**config.mk**
```make
export PLATFORM = sky130hd
export DESIGN_NAME = atrc_readout_ctrl
export DESIGN_NICKNAME = d
export VERILOG_FILES = /design/src/rtl/atrc_pkg.sv /design/src/rtl/atrc_extrap_if.sv /design/src/rtl/atrc_extrap.sv /design/src/rtl/atrc_readout_ctrl.sv
export VERILOG_INCLUDE_DIRS = /design/src /design/src/rtl
export SDC_FILE = /design/constraint.sdc
export NUM_CORES = 2
export LEC_CHECK = 0
export BUFFER_PORTS_ARGS = -buffer_cell sky130_fd_sc_hd__buf_2
export CELL_PAD_IN_SITES_DETAIL_PLACEMENT = 1
export CELL_PAD_IN_SITES_GLOBAL_PLACEMENT = 1
export CORE_MARGIN = 2
export CORE_UTILIZATION = 25
export DETAILED_ROUTE_END_ITERATION = 6
export PLACE_DENSITY = 0.58
export SYNTH_ARGS = -nofsm -noshare
export SYNTH_HDL_FRONTEND = slang
export SYNTH_SLANG_ARGS = --single-unit
```
**constraint.sdc**
```tcl
create_clock -name CLK_IN -period 12.49 [get_ports CLK_IN]
set_clock_uncertainty 0.15 [all_clocks]
set_input_delay 1.8735 -clock CLK_IN [delete_from_list [all_inputs] [get_ports CLK_IN]]
set_output_delay 1.8735 -clock CLK_IN [all_outputs]
set_load 0.05 [all_outputs]
```
**src/rtl/atrc_defs.svh**
```systemverilog
// Register offsets, field positions, reset values and timing figures of the readout controller.
`ifndef ATRC_DEFS_SVH
`define ATRC_DEFS_SVH
`define ATRC_ANGLE_W 20
`define ATRC_TURN_W 24
`define ATRC_CLK_PERIOD_NS 8
`define ATRC_OFS_CTRL 8'h03
`define ATRC_OFS_STAT 8'h04
`define ATRC_OFS_VGAIN 8'h05
`define ATRC_OFS_AGAIN 8'h06
`define ATRC_OFS_FILT 8'h07
`define ATRC_OFS_WAKE 8'h08
`define ATRC_OFS_ANG_LO 8'h09
`define ATRC_OFS_ANG_HI 8'h0a
`define ATRC_OFS_TURN_LO 8'h0b
`define ATRC_OFS_TURN_HI 8'h0c
`define ATRC_OFS_RAW_LO 8'h0d
`define ATRC_OFS_RAW_HI 8'h0e
`define ATRC_CTRL_PREDICT_OFF 15
`define ATRC_CTRL_TEST_GO 13
`define ATRC_CTRL_BOOT_SKIP 12
`define ATRC_STAT_COIL_OPEN 13
`define ATRC_STAT_BATT 1
`define ATRC_STAT_BUSY 0
`define ATRC_PREDICT_OFF_RST 1'b1
`define ATRC_BOOT_SKIP_RST 1'b0
`define ATRC_GAIN_RST 16'h0000
`define ATRC_FILT_RST 4'h3
`define ATRC_WAKE_RST 16'h0100
`define ATRC_COIL_TEST_NS 10000
`define ATRC_BOOT_WAIT_NS 100000
`define ATRC_WAKE_UNIT_NS 1000
`define ATRC_WAKE_SETTLE_NS 2000
`endif

```
**src/rtl/atrc_pkg.sv**
```systemverilog
// State types of the readout controller.
`default_nettype none
package atrc_pkg;
  typedef enum logic [1:0] {TS_BOOT = 2'h0, TS_RUN = 2'h1, TS_IDLE = 2'h3} atrc_test_t;
  typedef enum logic [1:0] {BM_NORM = 2'h0, BM_SLEEP = 2'h1, BM_WAKE = 2'h3, BM_READ = 2'h2} atrc_batt_t;
endpackage : atrc_pkg
`default_nettype wire

```
**src/rtl/atrc_extrap_if.sv**
```systemverilog
// Signals between the readout controller and its angle prediction stage.
`default_nettype none
`include "atrc_defs.svh"
interface atrc_extrap_if;
  logic                      sample_vld;
  logic [`ATRC_ANGLE_W-1:0]  angle_raw;
  logic [15:0]               vel_gain;
  logic [15:0]               acc_gain;
  logic [3:0]                lpf_shift;
  logic                      predict_off;
  logic [`ATRC_ANGLE_W-1:0]  angle_out;
  logic                      angle_vld;
  modport ctrl (output sample_vld, angle_raw, vel_gain, acc_gain, lpf_shift, predict_off,
                input angle_out, angle_vld);
  modport extrap (input sample_vld, angle_raw, vel_gain, acc_gain, lpf_shift, predict_off,
                  output angle_out, angle_vld);
endinterface : atrc_extrap_if
`default_nettype wire

```
**src/rtl/atrc_extrap.sv**
```systemverilog
// Angle prediction stage: filtered angle plus gain-weighted velocity and acceleration.
`default_nettype none
`include "atrc_defs.svh"
module atrc_extrap #(
  parameter int FRAC = 8
) (
  input  wire logic   clk_in,
  input  wire logic   srst_in,
  atrc_extrap_if.extrap ex
);
  localparam int AW = `ATRC_ANGLE_W;
  localparam int PW = AW + 16;

  logic        [AW-1:0] prev_q;
  logic        [AW-1:0] ang_lpf_q;
  logic signed [AW-1:0] vel_lpf_q;
  logic signed [AW-1:0] vel_prev_q;
  logic signed [AW-1:0] acc_lpf_q;
  logic signed [AW-1:0] vel_raw;
  logic signed [AW-1:0] acc_raw;
  logic signed [AW-1:0] ang_err;
  logic signed [PW-1:0] kv_prod;
  logic signed [PW-1:0] ka_prod;
  logic        [AW-1:0] predicted;
  logic        [AW-1:0] angle_out_q;
  logic                 angle_vld_q;

  // Differences are taken modulo one turn, so a wrap through zero looks like a small step.
  assign vel_raw   = $signed(ex.angle_raw - prev_q);
  assign acc_raw   = vel_lpf_q - vel_prev_q;
  assign ang_err   = $signed(ex.angle_raw - ang_lpf_q);
  assign kv_prod   = $signed(ex.vel_gain) * vel_lpf_q;
  assign ka_prod   = $signed(ex.acc_gain) * acc_lpf_q;
  assign predicted = ang_lpf_q + kv_prod[AW+FRAC-1:FRAC] + ka_prod[AW+FRAC-1:FRAC];

  // First-order filters move by a power-of-two share of the error on every sample.
  always_ff @(posedge clk_in)
  begin
    if (srst_in)
    begin
      prev_q     <= '0;
      ang_lpf_q  <= '0;
      vel_lpf_q  <= '0;
      vel_prev_q <= '0;
      acc_lpf_q  <= '0;
    end
    else if (ex.sample_vld)
    begin
      prev_q     <= ex.angle_raw;
      ang_lpf_q  <= ang_lpf_q + $unsigned(ang_err >>> ex.lpf_shift);
      vel_lpf_q  <= vel_lpf_q + ((vel_raw - vel_lpf_q) >>> ex.lpf_shift);
      vel_prev_q <= vel_lpf_q;
      acc_lpf_q  <= acc_lpf_q + ((acc_raw - acc_lpf_q) >>> ex.lpf_shift);
    end
  end

  // The bypass path hands the raw angle on untouched, with the same one-cycle latency.
  always_ff @(posedge clk_in)
  begin
    if (srst_in)
    begin
      angle_out_q <= '0;
      angle_vld_q <= 1'b0;
    end
    else
    begin
      angle_vld_q <= ex.sample_vld;
      if (ex.sample_vld)
        angle_out_q <= ex.predict_off ? ex.angle_raw : predicted;
    end
  end

  assign ex.angle_out = angle_out_q;
  assign ex.angle_vld = angle_vld_q;
endmodule : atrc_extrap
`default_nettype wire

```
**src/rtl/atrc_readout_ctrl.sv**
```systemverilog
// Readout controller: angle and turn registers, open-coil test and battery wake sequencing.
// How it works
// - Position and turn data reach the controller as 16-bit register words.
// - Angle is unsigned 20-bit, 1,048,576 counts per revolution.
// - Signed 24-bit turn count, plus one clockwise, minus one counterclockwise.
// - An open coil found by the test sets status bit 13 at 0x04.
// - Writing one to control bit 13 at 0x03 starts the coil test at once.
// - The coil test runs at startup unless the boot-skip bit is one.
// - Predicted angle is filtered angle plus gain-weighted velocity and acceleration.
// - Velocity is low-pass filtered before it feeds the prediction.
// - Both prediction gains are writable by the controller.
// - Control bit 15 at 0x03 bypasses prediction and passes the raw angle.
// - Prediction stays bypassed after reset until the user enables it.
// - Raw sensor samples are readable for external calibration.
// - Main supply falling below battery switches the block to battery supply.
// - In battery mode the front end sleeps except for periodic readings.
// - The wake period is user set, trading current against tracked speed.
`default_nettype none
`include "atrc_defs.svh"
module atrc_readout_ctrl #(
  parameter int COILS         = 8,
  parameter int BOOT_WAIT_CYC = (`ATRC_BOOT_WAIT_NS + `ATRC_CLK_PERIOD_NS - 1) / `ATRC_CLK_PERIOD_NS
) (
  input  wire logic                     CLK_IN,
  input  wire logic                     SRST_IN,
  input  wire logic [7:0]               REG_ADDR_IN,
  input  wire logic [15:0]              REG_WDATA_IN,
  input  wire logic                     REG_WR_IN,
  input  wire logic                     REG_RD_IN,
  output logic      [15:0]              REG_RDATA_OUT,
  output logic                          REG_RVALID_OUT,
  input  wire logic [`ATRC_ANGLE_W-1:0] ANGLE_RAW_IN,
  input  wire logic                     ANGLE_VALID_IN,
  input  wire logic [COILS-1:0]         COIL_OPEN_IN,
  input  wire logic                     VCC_LOW_IN,
  output logic                          COIL_TEST_EN_OUT,
  output logic                          SUPPLY_BATT_OUT,
  output logic                          FE_SLEEP_OUT,
  output logic [`ATRC_ANGLE_W-1:0]      ANGLE_OUT,
  output logic                          ANGLE_VALID_OUT,
  output logic [`ATRC_TURN_W-1:0]       TURNS_OUT
);
  localparam int AW            = `ATRC_ANGLE_W;
  localparam int TW            = `ATRC_TURN_W;
  localparam int COIL_TEST_CYC = (`ATRC_COIL_TEST_NS + `ATRC_CLK_PERIOD_NS - 1) / `ATRC_CLK_PERIOD_NS;
  localparam int SETTLE_CYC    = (`ATRC_WAKE_SETTLE_NS + `ATRC_CLK_PERIOD_NS - 1) / `ATRC_CLK_PERIOD_NS;
  localparam int WAKE_UNIT_CYC = `ATRC_WAKE_UNIT_NS / `ATRC_CLK_PERIOD_NS;

  logic                   predict_off_q;
  logic                   boot_skip_q;
  logic [15:0]            vgain_q;
  logic [15:0]            again_q;
  logic [3:0]             filt_q;
  logic [15:0]            wake_q;
  logic [COILS-1:0]       coil_s1_q;
  logic [COILS-1:0]       coil_s2_q;
  logic                   vcc_s1_q;
  logic                   vcc_s2_q;
  atrc_pkg::atrc_test_t   tstate_q;
  logic [19:0]            tcnt_q;
  logic                   coil_open_q;
  atrc_pkg::atrc_batt_t   bstate_q;
  logic [22:0]            bcnt_q;
  logic [22:0]            wake_cyc;
  logic [AW-1:0]          last_q;
  logic [AW-1:0]          raw_q;
  logic                   have_q;
  logic [TW-1:0]          turns_q;
  logic [3:0]             snap_ang_hi_q;
  logic [3:0]             snap_raw_hi_q;
  logic [TW-1:0]          snap_turn_q;
  logic [15:0]            rd_mux;
  logic                   wr_ctrl;
  logic                   go_wr;
  logic                   test_busy;
  logic                   accept;
  logic                   wrap_up;
  logic                   wrap_dn;

  atrc_extrap_if ex_if ();

  assign wr_ctrl   = REG_WR_IN && (REG_ADDR_IN == `ATRC_OFS_CTRL);
  assign go_wr     = wr_ctrl && REG_WDATA_IN[`ATRC_CTRL_TEST_GO];
  assign test_busy = (tstate_q == atrc_pkg::TS_RUN);

  // Software-written configuration; the prediction bypass comes out of reset set.
  always_ff @(posedge CLK_IN)
  begin
    if (SRST_IN)
    begin
      predict_off_q <= `ATRC_PREDICT_OFF_RST;
      boot_skip_q   <= `ATRC_BOOT_SKIP_RST;
      vgain_q       <= `ATRC_GAIN_RST;
      again_q       <= `ATRC_GAIN_RST;
      filt_q        <= `ATRC_FILT_RST;
      wake_q        <= `ATRC_WAKE_RST;
    end
    else if (REG_WR_IN)
    begin
      case (REG_ADDR_IN)
        `ATRC_OFS_CTRL:
        begin
          predict_off_q <= REG_WDATA_IN[`ATRC_CTRL_PREDICT_OFF];
          boot_skip_q   <= REG_WDATA_IN[`ATRC_CTRL_BOOT_SKIP];
        end
        `ATRC_OFS_VGAIN: vgain_q <= REG_WDATA_IN;
        `ATRC_OFS_AGAIN: again_q <= REG_WDATA_IN;
        `ATRC_OFS_FILT:  filt_q  <= REG_WDATA_IN[3:0];
        `ATRC_OFS_WAKE:  wake_q  <= REG_WDATA_IN;
        default: ;
      endcase
    end
  end

  // Coil comparators and the supply comparator are asynchronous, so each passes two flops.
  always_ff @(posedge CLK_IN)
  begin
    if (SRST_IN)
    begin
      coil_s1_q <= '0;
      coil_s2_q <= '0;
      vcc_s1_q  <= 1'b0;
      vcc_s2_q  <= 1'b0;
    end
    else
    begin
      coil_s1_q <= COIL_OPEN_IN;
      coil_s2_q <= coil_s1_q;
      vcc_s1_q  <= VCC_LOW_IN;
      vcc_s2_q  <= vcc_s1_q;
    end
  end

  // Open-coil test sequencer. The boot wait gives the controller time to load its
  // configuration before the skip bit is judged; a start request cuts the wait short.
  always_ff @(posedge CLK_IN)
  begin
    if (SRST_IN)
    begin
      tstate_q    <= atrc_pkg::TS_BOOT;
      tcnt_q      <= 20'h00000;
      coil_open_q <= 1'b0;
    end
    else
    begin
      case (tstate_q)
        atrc_pkg::TS_BOOT, atrc_pkg::TS_IDLE:
        begin
          if (go_wr)
          begin
            tstate_q    <= atrc_pkg::TS_RUN;
            tcnt_q      <= 20'h00000;
            coil_open_q <= 1'b0;
          end
          else if (tstate_q == atrc_pkg::TS_BOOT)
          begin
            if (tcnt_q == 20'(BOOT_WAIT_CYC - 1))
            begin
              tstate_q <= boot_skip_q ? atrc_pkg::TS_IDLE : atrc_pkg::TS_RUN;
              tcnt_q   <= 20'h00000;
            end
            else
              tcnt_q <= tcnt_q + 20'h00001;
          end
        end
        atrc_pkg::TS_RUN:
        begin
          if (tcnt_q == 20'(COIL_TEST_CYC - 1))
          begin
            tstate_q    <= atrc_pkg::TS_IDLE;
            coil_open_q <= |coil_s2_q;
          end
          else
            tcnt_q <= tcnt_q + 20'h00001;
        end
        default: tstate_q <= atrc_pkg::TS_IDLE;
      endcase
    end
  end

  assign COIL_TEST_EN_OUT = test_busy;
  assign wake_cyc         = 23'(wake_q) * 23'(WAKE_UNIT_CYC);

  // Battery sequencer. A longer period saves charge but misses turns at higher speeds.
  always_ff @(posedge CLK_IN)
  begin
    if (SRST_IN)
    begin
      bstate_q <= atrc_pkg::BM_NORM;
      bcnt_q   <= 23'h000000;
    end
    else if (!vcc_s2_q)
    begin
      bstate_q <= atrc_pkg::BM_NORM;
      bcnt_q   <= 23'h000000;
    end
    else
    begin
      case (bstate_q)
        atrc_pkg::BM_NORM:
        begin
          bstate_q <= atrc_pkg::BM_SLEEP;
          bcnt_q   <= 23'h000000;
        end
        atrc_pkg::BM_SLEEP:
        begin
          if (bcnt_q + 23'h000001 >= wake_cyc)
          begin
            bstate_q <= atrc_pkg::BM_WAKE;
            bcnt_q   <= 23'h000000;
          end
          else
            bcnt_q <= bcnt_q + 23'h000001;
        end
        atrc_pkg::BM_WAKE:
        begin
          if (bcnt_q == 23'(SETTLE_CYC - 1))
            bstate_q <= atrc_pkg::BM_READ;
          else
            bcnt_q <= bcnt_q + 23'h000001;
        end
        atrc_pkg::BM_READ:
        begin
          if (ANGLE_VALID_IN)
          begin
            bstate_q <= atrc_pkg::BM_SLEEP;
            bcnt_q   <= 23'h000000;
          end
        end
        default: bstate_q <= atrc_pkg::BM_NORM;
      endcase
    end
  end

  assign SUPPLY_BATT_OUT = (bstate_q != atrc_pkg::BM_NORM);
  assign FE_SLEEP_OUT    = (bstate_q == atrc_pkg::BM_SLEEP);

  // Samples count only in normal mode or in the reading state after the wake settle.
  assign accept  = ANGLE_VALID_IN && (bstate_q == atrc_pkg::BM_NORM || bstate_q == atrc_pkg::BM_READ);
  assign wrap_up = have_q && last_q[AW-1:AW-2] == 2'h3 && ANGLE_RAW_IN[AW-1:AW-2] == 2'h0;
  assign wrap_dn = have_q && last_q[AW-1:AW-2] == 2'h0 && ANGLE_RAW_IN[AW-1:AW-2] == 2'h3;

  // Turn counter: a crossing of the top quadrant boundary is one whole turn.
  always_ff @(posedge CLK_IN)
  begin
    if (SRST_IN)
    begin
      last_q  <= '0;
      raw_q   <= '0;
      have_q  <= 1'b0;
      turns_q <= '0;
    end
    else if (accept)
    begin
      last_q <= ANGLE_RAW_IN;
      raw_q  <= ANGLE_RAW_IN;
      have_q <= 1'b1;
      if (wrap_up)
        turns_q <= turns_q + 24'h000001;
      else if (wrap_dn)
        turns_q <= turns_q - 24'h000001;
    end
  end

  assign TURNS_OUT = turns_q;

  assign ex_if.sample_vld  = accept;
  assign ex_if.angle_raw   = ANGLE_RAW_IN;
  assign ex_if.vel_gain    = vgain_q;
  assign ex_if.acc_gain    = again_q;
  assign ex_if.lpf_shift   = filt_q;
  assign ex_if.predict_off = predict_off_q;
  assign ANGLE_OUT         = ex_if.angle_out;
  assign ANGLE_VALID_OUT   = ex_if.angle_vld;

  atrc_extrap u_extrap (
    .clk_in  (CLK_IN),
    .srst_in (SRST_IN),
    .ex      (ex_if.extrap)
  );

  // Read multiplexer; high words and both turn words come from snapshots taken at the angle or raw low-word read.
  always_comb
  begin
    rd_mux = 16'h0000;
    case (REG_ADDR_IN)
      `ATRC_OFS_CTRL:
      begin
        rd_mux[`ATRC_CTRL_PREDICT_OFF] = predict_off_q;
        rd_mux[`ATRC_CTRL_TEST_GO]     = test_busy;
        rd_mux[`ATRC_CTRL_BOOT_SKIP]   = boot_skip_q;
      end
      `ATRC_OFS_STAT:
      begin
        rd_mux[`ATRC_STAT_COIL_OPEN] = coil_open_q;
        rd_mux[`ATRC_STAT_BATT]      = SUPPLY_BATT_OUT;
        rd_mux[`ATRC_STAT_BUSY]      = test_busy;
      end
      `ATRC_OFS_VGAIN:   rd_mux = vgain_q;
      `ATRC_OFS_AGAIN:   rd_mux = again_q;
      `ATRC_OFS_FILT:    rd_mux[3:0] = filt_q;
      `ATRC_OFS_WAKE:    rd_mux = wake_q;
      `ATRC_OFS_ANG_LO:  rd_mux = ex_if.angle_out[15:0];
      `ATRC_OFS_ANG_HI:  rd_mux[3:0] = snap_ang_hi_q;
      `ATRC_OFS_TURN_LO: rd_mux = snap_turn_q[15:0];
      `ATRC_OFS_TURN_HI: rd_mux[7:0] = snap_turn_q[TW-1:16];
      `ATRC_OFS_RAW_LO:  rd_mux = raw_q[15:0];
      `ATRC_OFS_RAW_HI:  rd_mux[3:0] = snap_raw_hi_q;
      default:           rd_mux = 16'h0000;
    endcase
  end

  // Registered read answer, one cycle after the strobe.
  always_ff @(posedge CLK_IN)
  begin
    if (SRST_IN)
    begin
      REG_RDATA_OUT  <= 16'h0000;
      REG_RVALID_OUT <= 1'b0;
      snap_ang_hi_q  <= 4'h0;
      snap_raw_hi_q  <= 4'h0;
      snap_turn_q    <= '0;
    end
    else
    begin
      REG_RVALID_OUT <= REG_RD_IN;
      REG_RDATA_OUT  <= REG_RD_IN ? rd_mux : 16'h0000;
      if (REG_RD_IN && REG_ADDR_IN == `ATRC_OFS_ANG_LO)
      begin
        snap_ang_hi_q <= ex_if.angle_out[AW-1:16];
        snap_turn_q   <= turns_q;
      end
      if (REG_RD_IN && REG_ADDR_IN == `ATRC_OFS_RAW_LO)
        snap_raw_hi_q <= raw_q[AW-1:16];
    end
  end

  // Helper that measures how long the coil test ran.
  logic [19:0] run_len_q;
  always_ff @(posedge CLK_IN)
  begin
    if (SRST_IN || !test_busy)
      run_len_q <= 20'h00000;
    else
      run_len_q <= run_len_q + 20'h00001;
  end
endmodule : atrc_readout_ctrl
`default_nettype wire

```
==> key figures <==
Final layout
  • Inserted Diodes: 0
  • Finished Core Util: 27.9%
  • Final nets: 6566
  • Layout cells sized above 1: 6.68%
  • Fin area: 0.0499 mm²
  • Non-Filler Instances: 7898
  • Layout area overhead: 10.5%

Placement
  • Placed insts: 7820
  • DP Wirelength: 136000 µm
  • DP Worst Slack: 2.58 ns
  • Post-placement cell area: 0.0485 mm²
  • Port Buffers: 122
  • Routability cong.: 0.873

Logic synthesis
  • Synth cell count leaders: inv_1 (866), nand2_1 (824), fa_1 (601), ha_1 (395), a21oi_1 (371)
  • Synth async-reset ratio: 0%
  • Seq/Total Area, Yosys: 14.0%
  • Synth Area in Simple Gates: 18.3%
  • Multiplexer area fraction after synthesis: 2.64%
  • Combinational family with the most area after synthesis: adder cells
  • Compound-gate portion of the synthesized area: 13.2%
  • Cells after Synth: 5509
  • Post-synth EDFFs: 0
  • YS warnings: 0
  • Synth Area in Adders: 37.6%
  • Post-Synth XOR/XNOR Area: 4.96%
  • Cell with the most instances after synthesis: inv_1
  • Post-synth top area share: 26.7%
  • Main flop type after synthesis: dfxtp_1
  • Synth Register Bits: 315
  • Syn Nets: 6563
  • Post-synth top area cell: fa_1
  • Top cells by area, synth: fa_1 (27%), dfxtp_1 (14%), ha_1 (11%)
  • Cell Area, Synth: 0.0451 mm²
  • Synth Area per Inst: 8.19 µm²
  • Unique masters post-synth: 89

Pwr
  • P_sw: 3860 µW
  • Net Sw Frac: 49.6%
  • Cell Pwr Density: 156 mW/mm²
  • Flop pwr share: 16.7%
  • Clk pwr share: 17.2%
  • Int Pwr: 3920 µW
  • Maximum VDD drop: 132 µV
  • Leak: 0.0223 µW
  • Comb pwr share: 66.1%

Clocking
  • Clock Sinks: 315
  • CTS tree: yes
  • Worst-path clk slew: 0.06 ns
  • Root Buffer: clkbuf_16
  • # resized after CTS: 0
  • # hold bufs at CTS: 0
  • H-tree Lvls: 2
  • Worst-skew pair later-pin latency: 0.66 ns
  • Postcts setup bufs: 0
  • Clock Tree Buf Depth: 3
  • TritonCTS buffer count: 45

Detailed routing
  • Via Count: 38245
  • ANT nets after route: 0
  • Average wire per standard cell: 21.7 µm
  • Iter 0 DRT Violations: 2193
  • Routed wl met2: 81700 µm
  • Avg Vias per Cell: 4.84
  • Met3 routed WL: 7440 µm
  • Met1 Wirelength: 75800 µm
  • Top Metal Used: met5
  • WL final: 172000 µm
  • First-pass DRT Iterations: 5
  • Number of remaining DRC errors: 0

Setup path
  • WS Path Type: register to register
  • Worst r2r src: again_q[3]
  • Setup crit end kind: register
  • Worst path most repeated cell: fa_1
  • Critical path arrival: 10.37 ns
  • FF-to-FF End: u_extrap.ex.angle_out[19]
  • Max FO, Critical Path: 22
  • Register-to-register setup slack: 2.48 ns
  • Critical Path RT: 12.85 ns
  • Type of origin of the critical path: register
  • Slowest CP cell: dfxtp_1
  • Max stage delay on crit path: 1.07 ns
  • Cells on worst reg2reg path: 35

Floorplanning
  • Cell Rows: 155
  • DIE AREA: 0.184 mm²
  • Core ar.: 0.179 mm²
  • Num ports: 123
  • Die Wd: 429 µm
  • Die Y: 429 µm
  • Starting Density: 25.2%

STA
  • # setup viols final: 0
  • Max-slew headroom at the worst pin: 24.6%
  • Final Max Tran Viols: 0
  • Fin. Hold Viols: 0
  • Setup TNS: 0 ns
  • Fmax: 99.9 MHz
  • RSZ-0062 raised after global routing: false
  • Worst-Margin Slew: 1.13 ns
  • Final Cycle Share: 80.1%
  • Worst Slack Setup Final: 2.48 ns
  • Tmin final: 10.01 ns

Run status
  • Status: completed

Global route
  • Largest net degree at the start of global routing: 113
  • Initial antenna violation count: 7
  • Vias in the first global route: 40423
  • Tot GR Track Use: 18.6%
  • First-pass GRT wire length: 260000 µm
  • Grt total ovfl: 0

Min path
  • Hold Crit Start: coil_s1_q[0]
  • Hold Path Depth: 1
  • HP Class: register to register
  • Hold Path End: coil_s2_q[0]

Job
  • # Max-Cap Violations: 0
[state kept, by name (all words and copies together) (netlist names), 8 cells and up]
register and cells:
TURNS_OUT 24, again_q 16, coil_s1_q 8, u_extrap.ang_lpf_q 20
u_extrap.vel_prev_q 20, wake_q 16, u_extrap.vel_lpf_q 20, u_extrap.ex.angle_out 20
ex_if.vel_gain 16, REG_RDATA_OUT 16, u_extrap.prev_q 20, coil_s2_q 8
u_extrap.acc_lpf_q 20, bcnt_q 23, tcnt_q 20, snap_turn_q 24
[metrics by stage]
stage,hold slack [ns],power (µW)
6_report,0.286,7780
5_1_grt,0.313,8450
4_1_cts,0.290,7840
3_5_place_dp,0.276,6440
3_3_place_gp,0.278,6360
2_1_floorplan,0.264,5000
[kinds of logic (layout without fill, tap and decap cells)]
family,Yosys count,count (layout)
adder cells (fa/ha/maj),996,996
multiplexers,106,106
AND/OR/NAND/NOR,1771,1771
buffers and inverters,1122,1156
XOR/XNOR,254,254
flip-flops,315,315
AO/OA/AOI/OAI,945,945
[power by group through the flow]
stage / logic (µW) / clock network (µW) / registers, µW
CTS: 5150 / 1390 / 1300
detailed placement: 5110 / 0 / 1320
global placement: 5040 / 0 / 1320
floorplan: 3760 / 0 / 1230
global route: 5730 / 1410 / 1310
finish: 5140 / 1340 / 1300
[placed cells by master, fill, tap and decap left out, types with 66 or more instances in the layout]
cell type  netlist  layout
a21oi_1        371     371
and2_1         278     278
buf_2            2     121
buf_4            0      86
dfxtp_1        315     310
fa_1           601     601
ha_1           395     395
inv_1          866     864
mux2i_1         84      84
nand2_1        824     824
nand3_1         66      66
nor2_1         276     275
o21ai_0        156     156
xnor2_1        166     166
xor2_1          87      87
[worst max path at each step]
stage	from	to	slack, ns	depth (start not counted)
after floorplan	again_q[1]	u_extrap.ex.angle_out[19]	3.69	33
after global placement	again_q[3]	u_extrap.ex.angle_out[19]	2.78	35
after detailed placement	again_q[3]	u_extrap.ex.angle_out[19]	2.58	35
after CTS	again_q[3]	u_extrap.ex.angle_out[19]	2.54	35
after global routing	again_q[3]	u_extrap.ex.angle_out[19]	1.86	34
final	again_q[3]	u_extrap.ex.angle_out[19]	2.48	35
[worst max-delay path: cells and delay by family (launching register included)]
family	cells	cell delay (ns)
AO/OA/AOI/OAI	15	3.50
adder cells (fa/ha/maj)	9	3.33
flip-flops	1	1.07
AND/OR/NAND/NOR	5	1.06
XOR/XNOR	1	0.42
buffers and inverters	4	0.17
multiplexers	1	0.15
[per-layer routing]
layer  GRT usage [%]  up-vias
met5               0        -
met4            6.23        2
met3            2.30      236
met2            31.5      744
met1            24.3    19584
li1                -    17679
[final cells by class]
| cell class | count | area (µm²) |
|---|---|---|
| multi-input cells | 4072 | 34600 |
| clock buffers | 64 | 1270 |
| fillers | 21319 | 129000 |
| repair buffers | 209 | 1290 |
| well taps | 2355 | 2950 |
| inverters | 869 | 3260 |
| clock inverters | 14 | 185 |
| flip-flops and latches | 315 | 6310 |
Note: power is estimated with default switching activity, not from simulation.
